**src/gts_pkg.sv**
```systemverilog
package gts_pkg;

  // ==========================================================================
  // Register map (byte addresses, one 32-bit word each)
  // ==========================================================================
  localparam logic [7:0] OFF_CTRL [3] = '{8'h00, 8'h04, 8'h08};
  localparam logic [7:0] OFF_CNT  [3] = '{8'h0C, 8'h10, 8'h14};
  localparam logic [7:0] OFF_PER  [3] = '{8'h18, 8'h1C, 8'h20};

  // Writable bits of each control register; all others read as zero
  localparam logic [15:0] CTRL_MASK [3] = '{16'hA076, 16'hA07A, 16'hA072};

  // ==========================================================================
  // Values after reset
  // ==========================================================================
  localparam logic [15:0] RST_CTRL   = 16'h0000;
  localparam logic [15:0] RST_COUNT  = 16'h0000;
  localparam logic [15:0] RST_PERIOD = 16'hFFFF;

  // ==========================================================================
  // Prescaler: last count of each ratio (1, 8, 64, 256)
  // ==========================================================================
  localparam logic [7:0] PS_LAST [4] = '{8'h00, 8'h07, 8'h3F, 8'hFF};
  localparam logic [1:0] PS_DIV8 = 2'h1;

  // ==========================================================================
  // Control register layout
  // ==========================================================================
  typedef struct packed {
    logic       runEnable;
    logic       rsv14;
    logic       idleHaltSelect;
    logic [5:0] rsv12to7;
    logic       gateAccumulateEnable;
    logic [1:0] prescaleSelect;
    logic       wideModeSelect;
    logic       extClockSyncSelect;
    logic       clockSourceSelect;
    logic       rsv0;
  } gts_ctrl_t;

endpackage

```
**src/gts_prescaler.sv**
```systemverilog
module gts_prescaler #(
  parameter int CW = 8
) (
  input  wire logic       clock,
  input  wire logic       rst,
  input  wire logic       active,
  input  wire logic       baseTick,
  input  wire logic [1:0] prescaleSelect,
  output logic            tick
);

  logic [CW-1:0] divCount;
  logic [CW-1:0] lastCount;

  assign lastCount = CW'(gts_pkg::PS_LAST[prescaleSelect]);
  // Compare with >= so that lowering the ratio mid-count cannot overrun
  assign tick = active && baseTick && (divCount >= lastCount);

  always_ff @(posedge clock) begin
    if (rst || !active) begin
      divCount <= '0;
    end else if (baseTick) begin
      divCount <= (divCount >= lastCount) ? '0 : divCount + CW'(1);
    end
  end
endmodule // gts_prescaler

```
**src/gts_timer_set.sv**
```systemverilog
// Notes on behaviour
// - Run bit of timer A starts its count; clearing it stops counting.
// - Idle-stop bit set halts the timer during Idle; clear keeps it running.
// - Gate-accumulate bit acts only with the internal clock selected.
// - Prescale codes 0..3 divide the input clock by 1, 8, 64, 256.
// - Timer A sync bit picks synchronised or raw external edges.
// - Timer A source bit: external pin rising edges or instruction clock.
// - Timer B source bit: its own pin rising edges or instruction clock.
// - Timer C source bit: its own pin or the internal clock.
// - Wide bit in timer B control joins B and C into 32 bits.
// - In wide mode B is the low half, C the high half.
// - In wide mode timer B controls, clock and gate drive the pair.
// - In wide mode the match interrupt appears on timer C.
// - In wide mode period is C period high, B period low.
// - The 32-bit timer interrupts when count equals the 32-bit period.
// - B and C alone support all 16-bit modes but asynchronous counting.
// - The converter trigger comes from the B/C pair only.
// - B and C counts are offered as time bases to capture/compare.
// - Unimplemented control bits ignore writes and read zero.
// - Timer A is a timer, synchronous or asynchronous counter.
// - Timer A interrupts on period match or gate falling edge.
//
// The implementer's own choices: register access over AHB-Lite and the address map.
module gts_timer_set (
  input  wire logic        clock,
  input  wire logic        rst,
  input  wire logic        cpuIdle,
  input  wire logic        timerAExtClockPin,
  input  wire logic        timerBExtClockPin,
  input  wire logic        timerCExtClockPin,
  input  wire logic        timerAGatePin,
  input  wire logic        timerBGatePin,
  input  wire logic        timerCGatePin,
  input  wire logic        hsel,
  input  wire logic [31:0] haddr,
  input  wire logic [1:0]  htrans,
  input  wire logic        hwrite,
  input  wire logic [2:0]  hsize,
  input  wire logic [31:0] hwdata,
  input  wire logic        hready,
  output logic             hreadyout,
  output logic [31:0]      hrdata,
  output logic             hresp,
  output logic             timerAIrq,
  output logic             timerBIrq,
  output logic             timerCIrq,
  output logic             adcTrigger,
  output logic [15:0]      timerBCount,
  output logic [15:0]      timerCCount
);

  // ==========================================================================
  // Bus slave
  // ==========================================================================
  logic        accept;
  logic        wrPend;
  logic        rdPend;
  logic        aHit;
  logic [7:0]  aAddr;
  logic [2:0]  selCtrl;
  logic [2:0]  selCnt;
  logic [2:0]  selPer;
  logic [2:0]  wrCnt;
  logic [31:0] next_hrdata;

  gts_pkg::gts_ctrl_t ctrl [3];
  logic [15:0] per [3];
  logic [15:0] cnt [3];
  logic [15:0] countA;

  // Only whole-word transfers are issued, so hsize needs no decode
  assign accept = hsel && htrans[1] && hready;

  always_ff @(posedge clock) begin
    if (rst) begin
      wrPend <= 1'b0;
      rdPend <= 1'b0;
      aHit   <= 1'b0;
      aAddr  <= 8'h00;
    end else begin
      wrPend <= accept && hwrite;
      rdPend <= accept && !hwrite;
      if (accept) begin
        aHit  <= (haddr[31:8] == 24'h000000) && (haddr[1:0] == 2'h0);
        aAddr <= haddr[7:0];
      end
    end
  end

  // Reads take one wait state so that a write just before lands first
  always_ff @(posedge clock) begin
    if (rst) begin
      hreadyout <= 1'b1;
      hresp     <= 1'b0;
      hrdata    <= 32'h00000000;
    end else begin
      hreadyout <= !(accept && !hwrite);
      hresp     <= 1'b0;
      if (rdPend) begin
        hrdata <= next_hrdata;
      end
    end
  end

  always_comb begin
    next_hrdata = 32'h00000000;
    for (int i = 0; i < 3; i++) begin
      selCtrl[i] = aHit && (aAddr == gts_pkg::OFF_CTRL[i]);
      selCnt[i]  = aHit && (aAddr == gts_pkg::OFF_CNT[i]);
      selPer[i]  = aHit && (aAddr == gts_pkg::OFF_PER[i]);
      wrCnt[i]   = wrPend && selCnt[i];
      if (selCtrl[i]) begin
        next_hrdata = {16'h0000, ctrl[i]};
      end
      if (selCnt[i]) begin
        next_hrdata = {16'h0000, cnt[i]};
      end
      if (selPer[i]) begin
        next_hrdata = {16'h0000, per[i]};
      end
    end
  end

  // ==========================================================================
  // Control and period registers
  // ==========================================================================
  always_ff @(posedge clock) begin
    for (int i = 0; i < 3; i++) begin
      if (rst) begin
        ctrl[i] <= gts_pkg::gts_ctrl_t'(gts_pkg::RST_CTRL);
      end else if (wrPend && selCtrl[i]) begin
        // Masking drops writes to unimplemented positions
        ctrl[i] <= gts_pkg::gts_ctrl_t'(hwdata[15:0]
                   & gts_pkg::CTRL_MASK[i]);
      end
    end
  end

  always_ff @(posedge clock) begin
    for (int i = 0; i < 3; i++) begin
      if (rst) begin
        per[i] <= gts_pkg::RST_PERIOD;
      end else if (wrPend && selPer[i]) begin
        per[i] <= hwdata[15:0];
      end
    end
  end

  // ==========================================================================
  // Pin inputs: three stages, a level counts once stages two and three agree
  // ==========================================================================
  logic [5:0] pinIn;
  logic [5:0] pinS1;
  logic [5:0] pinS2;
  logic [5:0] pinS3;
  logic [5:0] pinLevel;
  logic [5:0] pinPrev;
  logic [5:0] pinRise;
  logic [5:0] pinFall;
  logic       asyncEdgeA;

  assign pinIn = {timerCGatePin, timerBGatePin, timerAGatePin,
                  timerCExtClockPin, timerBExtClockPin, timerAExtClockPin};

  always_ff @(posedge clock) begin
    if (rst) begin
      pinS1    <= 6'h00;
      pinS2    <= 6'h00;
      pinS3    <= 6'h00;
      pinLevel <= 6'h00;
      pinPrev  <= 6'h00;
    end else begin
      pinS1    <= pinIn;
      pinS2    <= pinS1;
      pinS3    <= pinS2;
      pinLevel <= ((pinS2 ~^ pinS3) & pinS3) | ((pinS2 ^ pinS3) & pinLevel);
      pinPrev  <= pinLevel;
    end
  end

  assign pinRise = pinLevel & ~pinPrev;
  assign pinFall = ~pinLevel & pinPrev;
  // Unsynchronised path: raw edge, two cycles sooner, no agreement filter
  assign asyncEdgeA = pinS2[0] && !pinS3[0];

  // ==========================================================================
  // Clock source, gating, idle and prescale per timer
  // ==========================================================================
  logic       wide;
  logic [2:0] extEdge;
  logic [2:0] gated;
  logic [2:0] baseTick;
  logic [2:0] halt;
  logic [2:0] active;
  logic [2:0] tick;
  logic [2:0] match;
  logic [2:0] gateEv;
  logic       hit32;

  assign wide = ctrl[1].wideModeSelect;

  always_comb begin
    for (int i = 0; i < 3; i++) begin
      extEdge[i] = pinRise[i];
      // Timer B and C keep no sync bit: they never count asynchronously
      if (i == 0 && !ctrl[0].extClockSyncSelect) begin
        extEdge[i] = asyncEdgeA;
      end
      gated[i] = !ctrl[i].clockSourceSelect
                 && ctrl[i].gateAccumulateEnable;
      baseTick[i] = ctrl[i].clockSourceSelect ? extEdge[i]
                  : (gated[i] ? pinLevel[i+3] : 1'b1);
      halt[i]   = cpuIdle && ctrl[i].idleHaltSelect;
      active[i] = ctrl[i].runEnable && !halt[i];
      gateEv[i] = gated[i] && active[i] && pinFall[i+3];
    end
    if (wide) begin
      // Either idle bit halts the pair, so C's must be clear to run in Idle
      halt[1]   = cpuIdle && (ctrl[1].idleHaltSelect
                  || ctrl[2].idleHaltSelect);
      active[1] = ctrl[1].runEnable && !halt[1];
      gateEv[1] = gated[1] && active[1] && pinFall[4];
      active[2] = 1'b0;
      gateEv[2] = 1'b0;
    end
  end

  for (genvar g = 0; g < 3; g++) begin : g_pre
    gts_prescaler #(
      .CW(8)
    ) u_pre (
      .clock          (clock),
      .rst            (rst),
      .active         (active[g]),
      .baseTick       (baseTick[g]),
      .prescaleSelect (ctrl[g].prescaleSelect),
      .tick           (tick[g])
    );
  end

  // ==========================================================================
  // Counters
  // ==========================================================================
  logic [15:0] next_countA;
  logic [15:0] next_timerBCount;
  logic [15:0] next_timerCCount;
  logic [31:0] pairCount;
  logic [31:0] pairPeriod;

  assign cnt[0] = countA;
  assign cnt[1] = timerBCount;
  assign cnt[2] = timerCCount;
  assign pairCount  = {timerCCount, timerBCount};
  assign pairPeriod = {per[2], per[1]};

  always_comb begin
    for (int i = 0; i < 3; i++) begin
      match[i] = tick[i] && (cnt[i] == per[i]);
    end
  end
  assign hit32 = wide && tick[1] && (pairCount == pairPeriod);

  always_comb begin
    next_countA      = countA;
    next_timerBCount = timerBCount;
    next_timerCCount = timerCCount;
    if (tick[0]) begin
      next_countA = match[0] ? 16'h0000 : countA + 16'h0001;
    end
    if (wide) begin
      if (tick[1]) begin
        {next_timerCCount, next_timerBCount} = hit32 ? 32'h00000000
          : pairCount + 32'h00000001;
      end
    end else begin
      if (tick[1]) begin
        next_timerBCount = match[1] ? 16'h0000 : timerBCount + 16'h0001;
      end
      if (tick[2]) begin
        next_timerCCount = match[2] ? 16'h0000 : timerCCount + 16'h0001;
      end
    end
    // Software write wins over a tick in the same cycle
    if (wrCnt[0]) begin
      next_countA = hwdata[15:0];
    end
    if (wrCnt[1]) begin
      next_timerBCount = hwdata[15:0];
    end
    if (wrCnt[2]) begin
      next_timerCCount = hwdata[15:0];
    end
  end

  always_ff @(posedge clock) begin
    if (rst) begin
      countA      <= gts_pkg::RST_COUNT;
      timerBCount <= gts_pkg::RST_COUNT;
      timerCCount <= gts_pkg::RST_COUNT;
    end else begin
      countA      <= next_countA;
      timerBCount <= next_timerBCount;
      timerCCount <= next_timerCCount;
    end
  end

  // ==========================================================================
  // Events
  // ==========================================================================
  always_ff @(posedge clock) begin
    if (rst) begin
      timerAIrq  <= 1'b0;
      timerBIrq  <= 1'b0;
      timerCIrq  <= 1'b0;
      adcTrigger <= 1'b0;
    end else begin
      timerAIrq  <= match[0] || gateEv[0];
      timerBIrq  <= !wide && (match[1] || gateEv[1]);
      timerCIrq  <= wide ? (hit32 || gateEv[1])
                         : (match[2] || gateEv[2]);
      // Timer A has no path to the converter
      adcTrigger <= wide ? hit32 : match[1];
    end
  end
endmodule // gts_timer_set

```
**config.mk**
```make
export PLATFORM = sky130hd
export DESIGN_NAME = gts_timer_set
export DESIGN_NICKNAME = d
export VERILOG_FILES = /design/src/gts_pkg.sv /design/src/gts_prescaler.sv /design/src/gts_timer_set.sv
export SDC_FILE = /design/constraint.sdc
export NUM_CORES = 1
export LEC_CHECK = 0
export ABC_AREA = 1
export BUFFER_PORTS_ARGS = -buffer_cell sky130_fd_sc_hd__buf_2
export CAP_MARGIN = 25
export CORE_MARGIN = 1.5
export CORE_UTILIZATION = 64
export DETAILED_ROUTE_END_ITERATION = 10
export GPL_TIMING_DRIVEN = 1
export MAX_ROUTING_LAYER = met4
export PLACE_DENSITY = 0.87
export SLEW_MARGIN = 40
export SYNTH_ARGS = -nofsm -noshare
export SYNTH_HDL_FRONTEND = slang
export SYNTH_SLANG_ARGS = --single-unit
```
**constraint.sdc**
```tcl
create_clock -name clock -period 6.3 [get_ports clock]
set_input_delay 1.26 -clock clock [delete_from_list [all_inputs] [get_ports clock]]
set_output_delay 1.26 -clock clock [all_outputs]
set_load 0.02 [all_outputs]
```
==> reports/results.ini, run 1 <==
[routing]
route.final.wire_length_um=36400
detail-route-antenna-nets=0
drtIter0Drc=1424
route.detailed.wl_per_inst_um=17.5
drt-vias-per-instance=5.72
via_count=11900
firstDrtPassIters=5
drc=0

[cells_and_area]
design.final.nets=1925
antenna-diode-count=0
area.growth.synth_to_final_pct=11.5
layout-drive-gt1-share=0.125

[die]
die_y_um=142
count_of_standard_cell_rows=50
fp.coreArea_mm2=0.0188
i_o_pin_count=151
start_util=0.655
floorplan.die_area_mm2=0.0201
chip_width_um=142

[timing]
rsz0062_at_grt=false
final.setup_skew_ns=0.0173
summed_negative_setup_slack_over_all_endpoints_ns=0
worst_pin_slew_ns=0.732
final.period_utilization=0.483
relSlewSlack=0.512
final_report_setup_violation_count=0
finalCriticalPeriod_ns=3.04
holdWs_ns=0.402
final-max-slew-violation-count=0
highest_achievable_clock_rate_mhz=329
hold_viol_final=0

[setup_path]
setup.worst_path.end_class=register
critical-path-slowest-cell=sky130_fd_sc_hd__buf_6
critical_path.cell_chain=buf_6 > inv_1 > buf_4 > o21ai_1 > buf_4
beginning_of_the_critical_path=rst
crit-reg2reg-capture=per[2][4]$_SDFFCE_PN1P_
critical_path_required_ns=6.52
timing.critical_path.slowest_cell_delay_ns=0.52
crit_arrival_ns=3.26
worst_r2r_path_depth=5
worst-path-max-fanout=90
worstSetupPathType=input pin to register
path_common_cell=sky130_fd_sc_hd__buf_4
register_to_register_setup_slack_ns=3.67
critPathCapture=per[2][4]$_SDFFCE_PN1P_
crit-reg2reg-launch=aHit$_SDFFE_PP0P_
worst_setup_path_start_kind=input pin

[clock_network]
worst_setup_hold_path_clk_slew_ns=0.06
cts.path.max_buffers=3
cts-htree-levels=1
cts_num_sinks=202
cts_tree=built
cts_hold_buf=0
cell_at_the_root_of_the_clock_tree=sky130_fd_sc_hd__clkbuf_16
cts_resized=0
cts_made_buffers=22
clkLatencyLatePin_ns=0.53
post_cts.repair.setup_buffers=0

[placement]
sum_of_net_half_perimeters_after_detailed_placement_um=26800
gp_routability_congestion=0.986
port_buffers=113

[power_and_ir_drop]
worst_ir_drop_vdd_mv=0.245
p_leak_nw=6.06
pwr_density_cell_mw_per_mm2=220
p_total_mw=3.03

[min_path]
hp-class=register to register

[global_route]
grt_pass1_wl_um=57700
antenna_found_initial=0
pin_count_of_the_biggest_net_entering_global_routing=91
first_global_vias=11300
grt_util_all_layers=0.377
grt-ovfl-total=0

[synthesis]
seq_total_area_yosys=0.383
mappedNetlistArea_mm2=0.0123
synth_cell_types=57
syn_area_per_cell_um2=7.12
ys.warnings.count=0
synth_cells=1734
ys_seq_elements=202

[outcome]
run_status=finished, final reports clean

[job]
maxCapViolations=0

worst max-delay path, delay by kind of cell:
| family | cells | cell delay, ns |
|---|---|---|
| AO/OA/AOI/OAI | 1 | 0.35 |
| buffers and inverters | 4 | 1.59 |
registers in the layout, indices dropped and copies added (netlist names):
signal                flops
per                      48
g_pre.u_pre.divCount     24
ctrl                     20
countA                   16
hrdata                   16
timerBCount              16
timerCCount              16
aAddr                     8
pinLevel                  6
pinPrev                   6
pinS1                     6
pinS2                     6
pinS3                     6
aHit                      1
adcTrigger                1
hreadyout                 1
rdPend                    1
timerAIrq                 1
timerBIrq                 1
timerCIrq                 1
wrPend                    1
cells in the final DEF, fill, tap and decap left out, drive strengths merged, types with 9 or more instances in the layout:
cell	count
nand2	384
nor3	39
inv	248
nand3	109
nand4	28
conb	17
buf	118
xor2	63
edfxtp	68
xnor2	25
o21ai	98
dfxtp	134
a21oi	113
ha	33
clkinv	9
nor2	251
clkbuf	25
how the worst min path moves through the flow:
stage          cells after the start                start  slack, ns                   to
3_5_place_dp                       2  pinS1[1]$_SDFF_PP0_       0.39  pinS2[1]$_SDFF_PP0_
4_1_cts                            2  pinS1[1]$_SDFF_PP0_       0.40  pinS2[1]$_SDFF_PP0_
6_report                           2  pinS1[1]$_SDFF_PP0_       0.40  pinS2[1]$_SDFF_PP0_
5_1_grt                            2  pinS1[1]$_SDFF_PP0_       0.41  pinS2[1]$_SDFF_PP0_
2_1_floorplan                      2  pinS1[0]$_SDFF_PP0_       0.39  pinS2[0]$_SDFF_PP0_
3_3_place_gp                       2  pinS1[2]$_SDFF_PP0_       0.39  pinS2[2]$_SDFF_PP0_
per-layer routing:
layer	part of all wire	routed length (um)	GRT usage
met1	0.38	14000	0.471
met4	0.044	1600	0.166
met2	0.47	17100	0.615
met3	0.10	3770	0.0479
met5	0	0	-
final cells by class:
cell class                      count  area, um^2
Timing Repair Buffer              118         613
Sequential cell                   202        4720
Clock inverter                     15         274
Clock buffer                       25         582
Multi-Input combinational cell   1216        6290
Fill cell                        1527        5070
Inverter                          251         947
Tap cell                          260         325
synth_stat cells (all sizes together):
cell     count  area, um^2
nand2      384        1510
nor2       251        1040
inv        248         933
dfxtp      134        2680
a21oi      113         592
nand3      109         576
o21ai       98         494
edfxtp      68        2040
xor2        63         552
buf         51         332
nor3        39         226
ha          33         413
clkbuf      30         126
nand4       28         188
xnor2       25         219
nand3b       8        60.1
or2          8        50.1
nor3b        7        52.6
nor4         6        37.5
o22ai        6        37.5
a211oi       3        22.5
a22oi        3        22.5
clkinv       3        13.8
o21a         3        22.5
a21boi       2        15.0
and3         2        12.5
a31o         1        8.76
and2         1        6.26
and3b        1        8.76
conb         1        3.75
o2111ai      1        8.76
o211ai       1        7.51
o221ai       1        8.76
or3b         1        8.76
or4          1        7.51
kinds of logic after synthesis:
kind of cell	Yosys count	share of synthesized area
XOR/XNOR	88	0.0624
AND/OR/NAND/NOR	846	0.307
other	1	0.000304
flip-flops	202	0.383
adder cells (fa/ha/maj)	33	0.0335
AO/OA/AOI/OAI	232	0.100
buffers and inverters	332	0.114
through the flow:
step	instances	area, um^2	worst slack [ns]	utilization
after floorplan	1750	12400	3.36	-
after global placement	2046	12900	2.55	0.683
after detailed placement	2046	12900	2.79	0.684
after CTS	2086	13700	3.31	0.730
after global routing	2087	13800	3.11	0.731
final	2087	13800	3.26	0.731
where the power goes:
group	switching, mW	internal [mW]	total [mW]
clock network	0.564	0.956	1.52
logic	0.106	0.0380	0.144
registers	0.0126	1.36	1.37
total	0.683	2.35	3.03
Note: power is estimated with default switching activity, not from simulation.
==> run 2, diff against run 1 <==
--- a/config.mk
+++ b/config.mk
@@ -9,11 +9,11 @@
 export BUFFER_PORTS_ARGS = -buffer_cell sky130_fd_sc_hd__buf_2
 export CAP_MARGIN = 25
 export CORE_MARGIN = 1.5
-export CORE_UTILIZATION = 64
+export CORE_UTILIZATION = 59
 export DETAILED_ROUTE_END_ITERATION = 10
 export GPL_TIMING_DRIVEN = 1
 export MAX_ROUTING_LAYER = met4
-export PLACE_DENSITY = 0.87
+export PLACE_DENSITY = 0.81
 export SLEW_MARGIN = 40
 export SYNTH_ARGS = -nofsm -noshare
 export SYNTH_HDL_FRONTEND = slang
==> constraint.sdc (replaced) <==
create_clock -name clock -period 2.9 [get_ports clock]
set_input_delay 0.58 -clock clock [delete_from_list [all_inputs] [get_ports clock]]
set_output_delay 0.58 -clock clock [all_outputs]
set_load 0.02 [all_outputs]
==> run 2 against run 1 <==
  * Setup slack got worse by 3.0 ns
  * Via count increased by 0.80%
  * Sequential power increased by 120%
  * Power increased by 110%
  * Final cell count increased by 2.2%
  * Sequential cell count unchanged
  * Die area increased by 8.3%
  * Sequential share of layout area decreased by 0.46 points
  * Clock power increased by 100%
  * Count of clock-buffer cells in the layout increased by 6
  * Critical path type is now register to register
  * Highest routed layer unchanged
==> reports/results.ini, run 2 (synthesized netlist as in run 1, its figures left out) <==
[die]
chip_width_um=148  ; +4.1%
floorplan.die_area_mm2=0.0218  ; +8.3%
count_of_standard_cell_rows=52  ; +4.0%
fp.coreArea_mm2=0.0204  ; +8.1%
i_o_pin_count=151  ; unchanged
die_y_um=148  ; +4.1%
start_util=0.606  ; -0.0494

[cells_and_area]
mostFrequentLayoutCells=sky130_fd_sc_hd__nand2_1 (369), sky130_fd_sc_hd__inv_1 (238), sky130_fd_sc_hd__nor2_1 (232)
largest-register=per
area.growth.synth_to_final_pct=13.0
design.final.nets=1959  ; +1.8%
layout-drive-gt1-share=0.139  ; +0.0137
antenna-diode-count=0  ; unchanged
largest_registers=per x48, g_pre.u_pre.divCount x24, ctrl x20
layout.cells.most_common=sky130_fd_sc_hd__nand2_1
area.sequential_mm2=0.00472  ; unchanged
largest_reg_flops=48  ; unchanged
layout.filler_cells=1756  ; +15%
total_area_of_multi_input_combinational_cells_mm2=0.00628  ; -0.24%

[clock_network]
cts_num_sinks=202  ; unchanged
cts_tree=built
cts.path.max_buffers=3  ; unchanged
worst_setup_hold_path_clk_slew_ns=0.06  ; about the same
cts_made_buffers=24  ; +9.1%
post_cts.repair.setup_buffers=0  ; unchanged
cell_at_the_root_of_the_clock_tree=sky130_fd_sc_hd__clkbuf_16
cts_hold_buf=0  ; unchanged
cts-htree-levels=1  ; unchanged
clkLatencyLatePin_ns=0.53  ; about the same
cts_resized=0  ; unchanged

[global_route]
antenna_found_initial=0  ; unchanged
first_global_vias=11400  ; +1.1%
pin_count_of_the_biggest_net_entering_global_routing=44  ; -52%
grt_util_all_layers=0.361  ; -0.0157
grt_pass1_wl_um=60000  ; +4.0%
grt-ovfl-total=0  ; unchanged

[routing]
drc=0  ; unchanged
met3_wirelength_um=3860  ; +2.4%
met2RoutedLength_um=17500  ; +2.3%
detail-route-antenna-nets=0  ; unchanged
route.detailed.wl_per_inst_um=17.8  ; +1.8%
route.final.wire_length_um=37900  ; +4.0%
via_count=12000  ; +0.80%
drtIter0Drc=1139  ; -20%
m1WireLength_um=14900  ; +6.4%
firstDrtPassIters=9  ; +4
drt-vias-per-instance=5.64  ; -1.4%
top_layer=met4

[power_and_ir_drop]
worst_ir_drop_vdd_mv=0.384  ; +57%
pwr_density_cell_mw_per_mm2=459  ; +110%
p_leak_nw=6.20  ; +2.4%
p_total_mw=6.40  ; +110%

[setup_path]
timing.critical_path.slowest_cell_delay_ns=0.47  ; -0.05 ns
worstPathBufferInverterCount=1  ; -3
crit_arrival_ns=3.05  ; -0.21 ns
worst_setup_path_start_kind=register
critical_path.cell_chain=nor2_2 > ha_1 > nor2_1 > nand2_1 > nand3_1 > nand2_1 > nand2_1 > nand2_2 > nand2_4 > nand2_1 > o21ai_0 > inv_1 > a21oi_1
setup.worst_path.end_class=register
worstSetupPathType=register to register
critical_path_required_ns=3.31  ; -3.21 ns
critical-path-slowest-cell=sky130_fd_sc_hd__edfxtp_1
worst-path-max-fanout=11  ; -88%
path_common_cell=sky130_fd_sc_hd__nand2_1
timing.critical_path.max_delay_family=simple AND/OR/NAND/NOR gates

[job]
maxCapViolations=0  ; unchanged

[timing]
hold_viol_final=0  ; unchanged
final.setup_skew_ns=0.0206  ; +0.00333 ns
relSlewSlack=0.526  ; +0.0146
final.period_utilization=0.911
rsz0062_at_grt=false
final-max-slew-violation-count=0  ; unchanged
summed_negative_setup_slack_over_all_endpoints_ns=0  ; unchanged
worst_pin_slew_ns=0.706  ; -0.0266 ns
final_report_setup_violation_count=0  ; unchanged
finalCriticalPeriod_ns=2.64
highest_achievable_clock_rate_mhz=378

[placement]
gp_routability_congestion=0.990  ; +0.46%
sum_of_net_half_perimeters_after_detailed_placement_um=28600  ; +6.7%
port_buffers=113  ; unchanged

[outcome]
run_status=finished, final reports clean

[min_path]
hp-class=input pin to register

[run 2: cell types whose count changed in the layout (fill, tap and decap cells not counted), sizes merged]
cell,before,now
buf,118,150
clkbuf,25,31
bufinv,7,3
inv,248,250
clkinv,9,10
clkinvlp,2,1
[run 2: worst paths after layout]
check | startpoint | to | slack [ns] | cells past startpoint
hold reg to reg | pinS1[3]$_SDFF_PP0_ | pinS2[3]$_SDFF_PP0_ | 0.40 | 2
setup / recovery | ctrl[1][3]$_SDFFCE_PN0P_ | timerBCount[6]$_SDFFE_PP0P_ | 0.26 | 13
setup reg to reg | ctrl[1][3]$_SDFFCE_PN0P_ | timerBCount[6]$_SDFFE_PP0P_ | 0.26 | 13
hold / removal | timerCExtClockPin | pinS1[2]$_SDFF_PP0_ | 0.26 | 3
[run 2: per-layer routing]
layer,track usage,vias to the layer above
met3,0.0537,120
li1,-,5730
met1,0.464,5557
met4,0.145,0
met2,0.573,630
met5,-,-
[run 2: cell type report]
class / count / area share
Clock buffer: 31 / 0.0472
Sequential cell: 202 / 0.339
Clock inverter: 13 / 0.0110
Multi-Input combinational cell: 1216 / 0.450
Tap cell: 270 / 0.0242
Timing Repair Buffer: 150 / 0.0606
Inverter: 251 / 0.0679
[run 2: power by group]
group | leakage [nW] | internal, mW | switching [mW]
combinational | 4.19 | 0.0870 | 0.236
clock | 0.398 | 1.88 | 1.23
sequential | 1.62 | 2.95 | 0.0240
total | 6.20 | 4.91 | 1.49
[run 2: tightest hold or removal path, cell delays in order]
cell and delay, ns:
sky130_fd_sc_hd__buf_2 0.09, sky130_fd_sc_hd__inv_1 0.04, sky130_fd_sc_hd__nor2_1 0.03
[run 2: through the flow]
step	std cells	cell area [um^2]	worst slack [ns]	hold slack (ns)	util
after floorplan	1750	12400	0.230	0.388	-
after global placement	2089	13100	0.535	0.390	0.645
after detailed placement	2089	13100	0.394	0.394	0.645
after CTS	2133	13900	0.364	0.251	0.685
after global routing	2133	13900	0.125	0.255	0.685
final	2133	13900	0.258	0.257	0.685
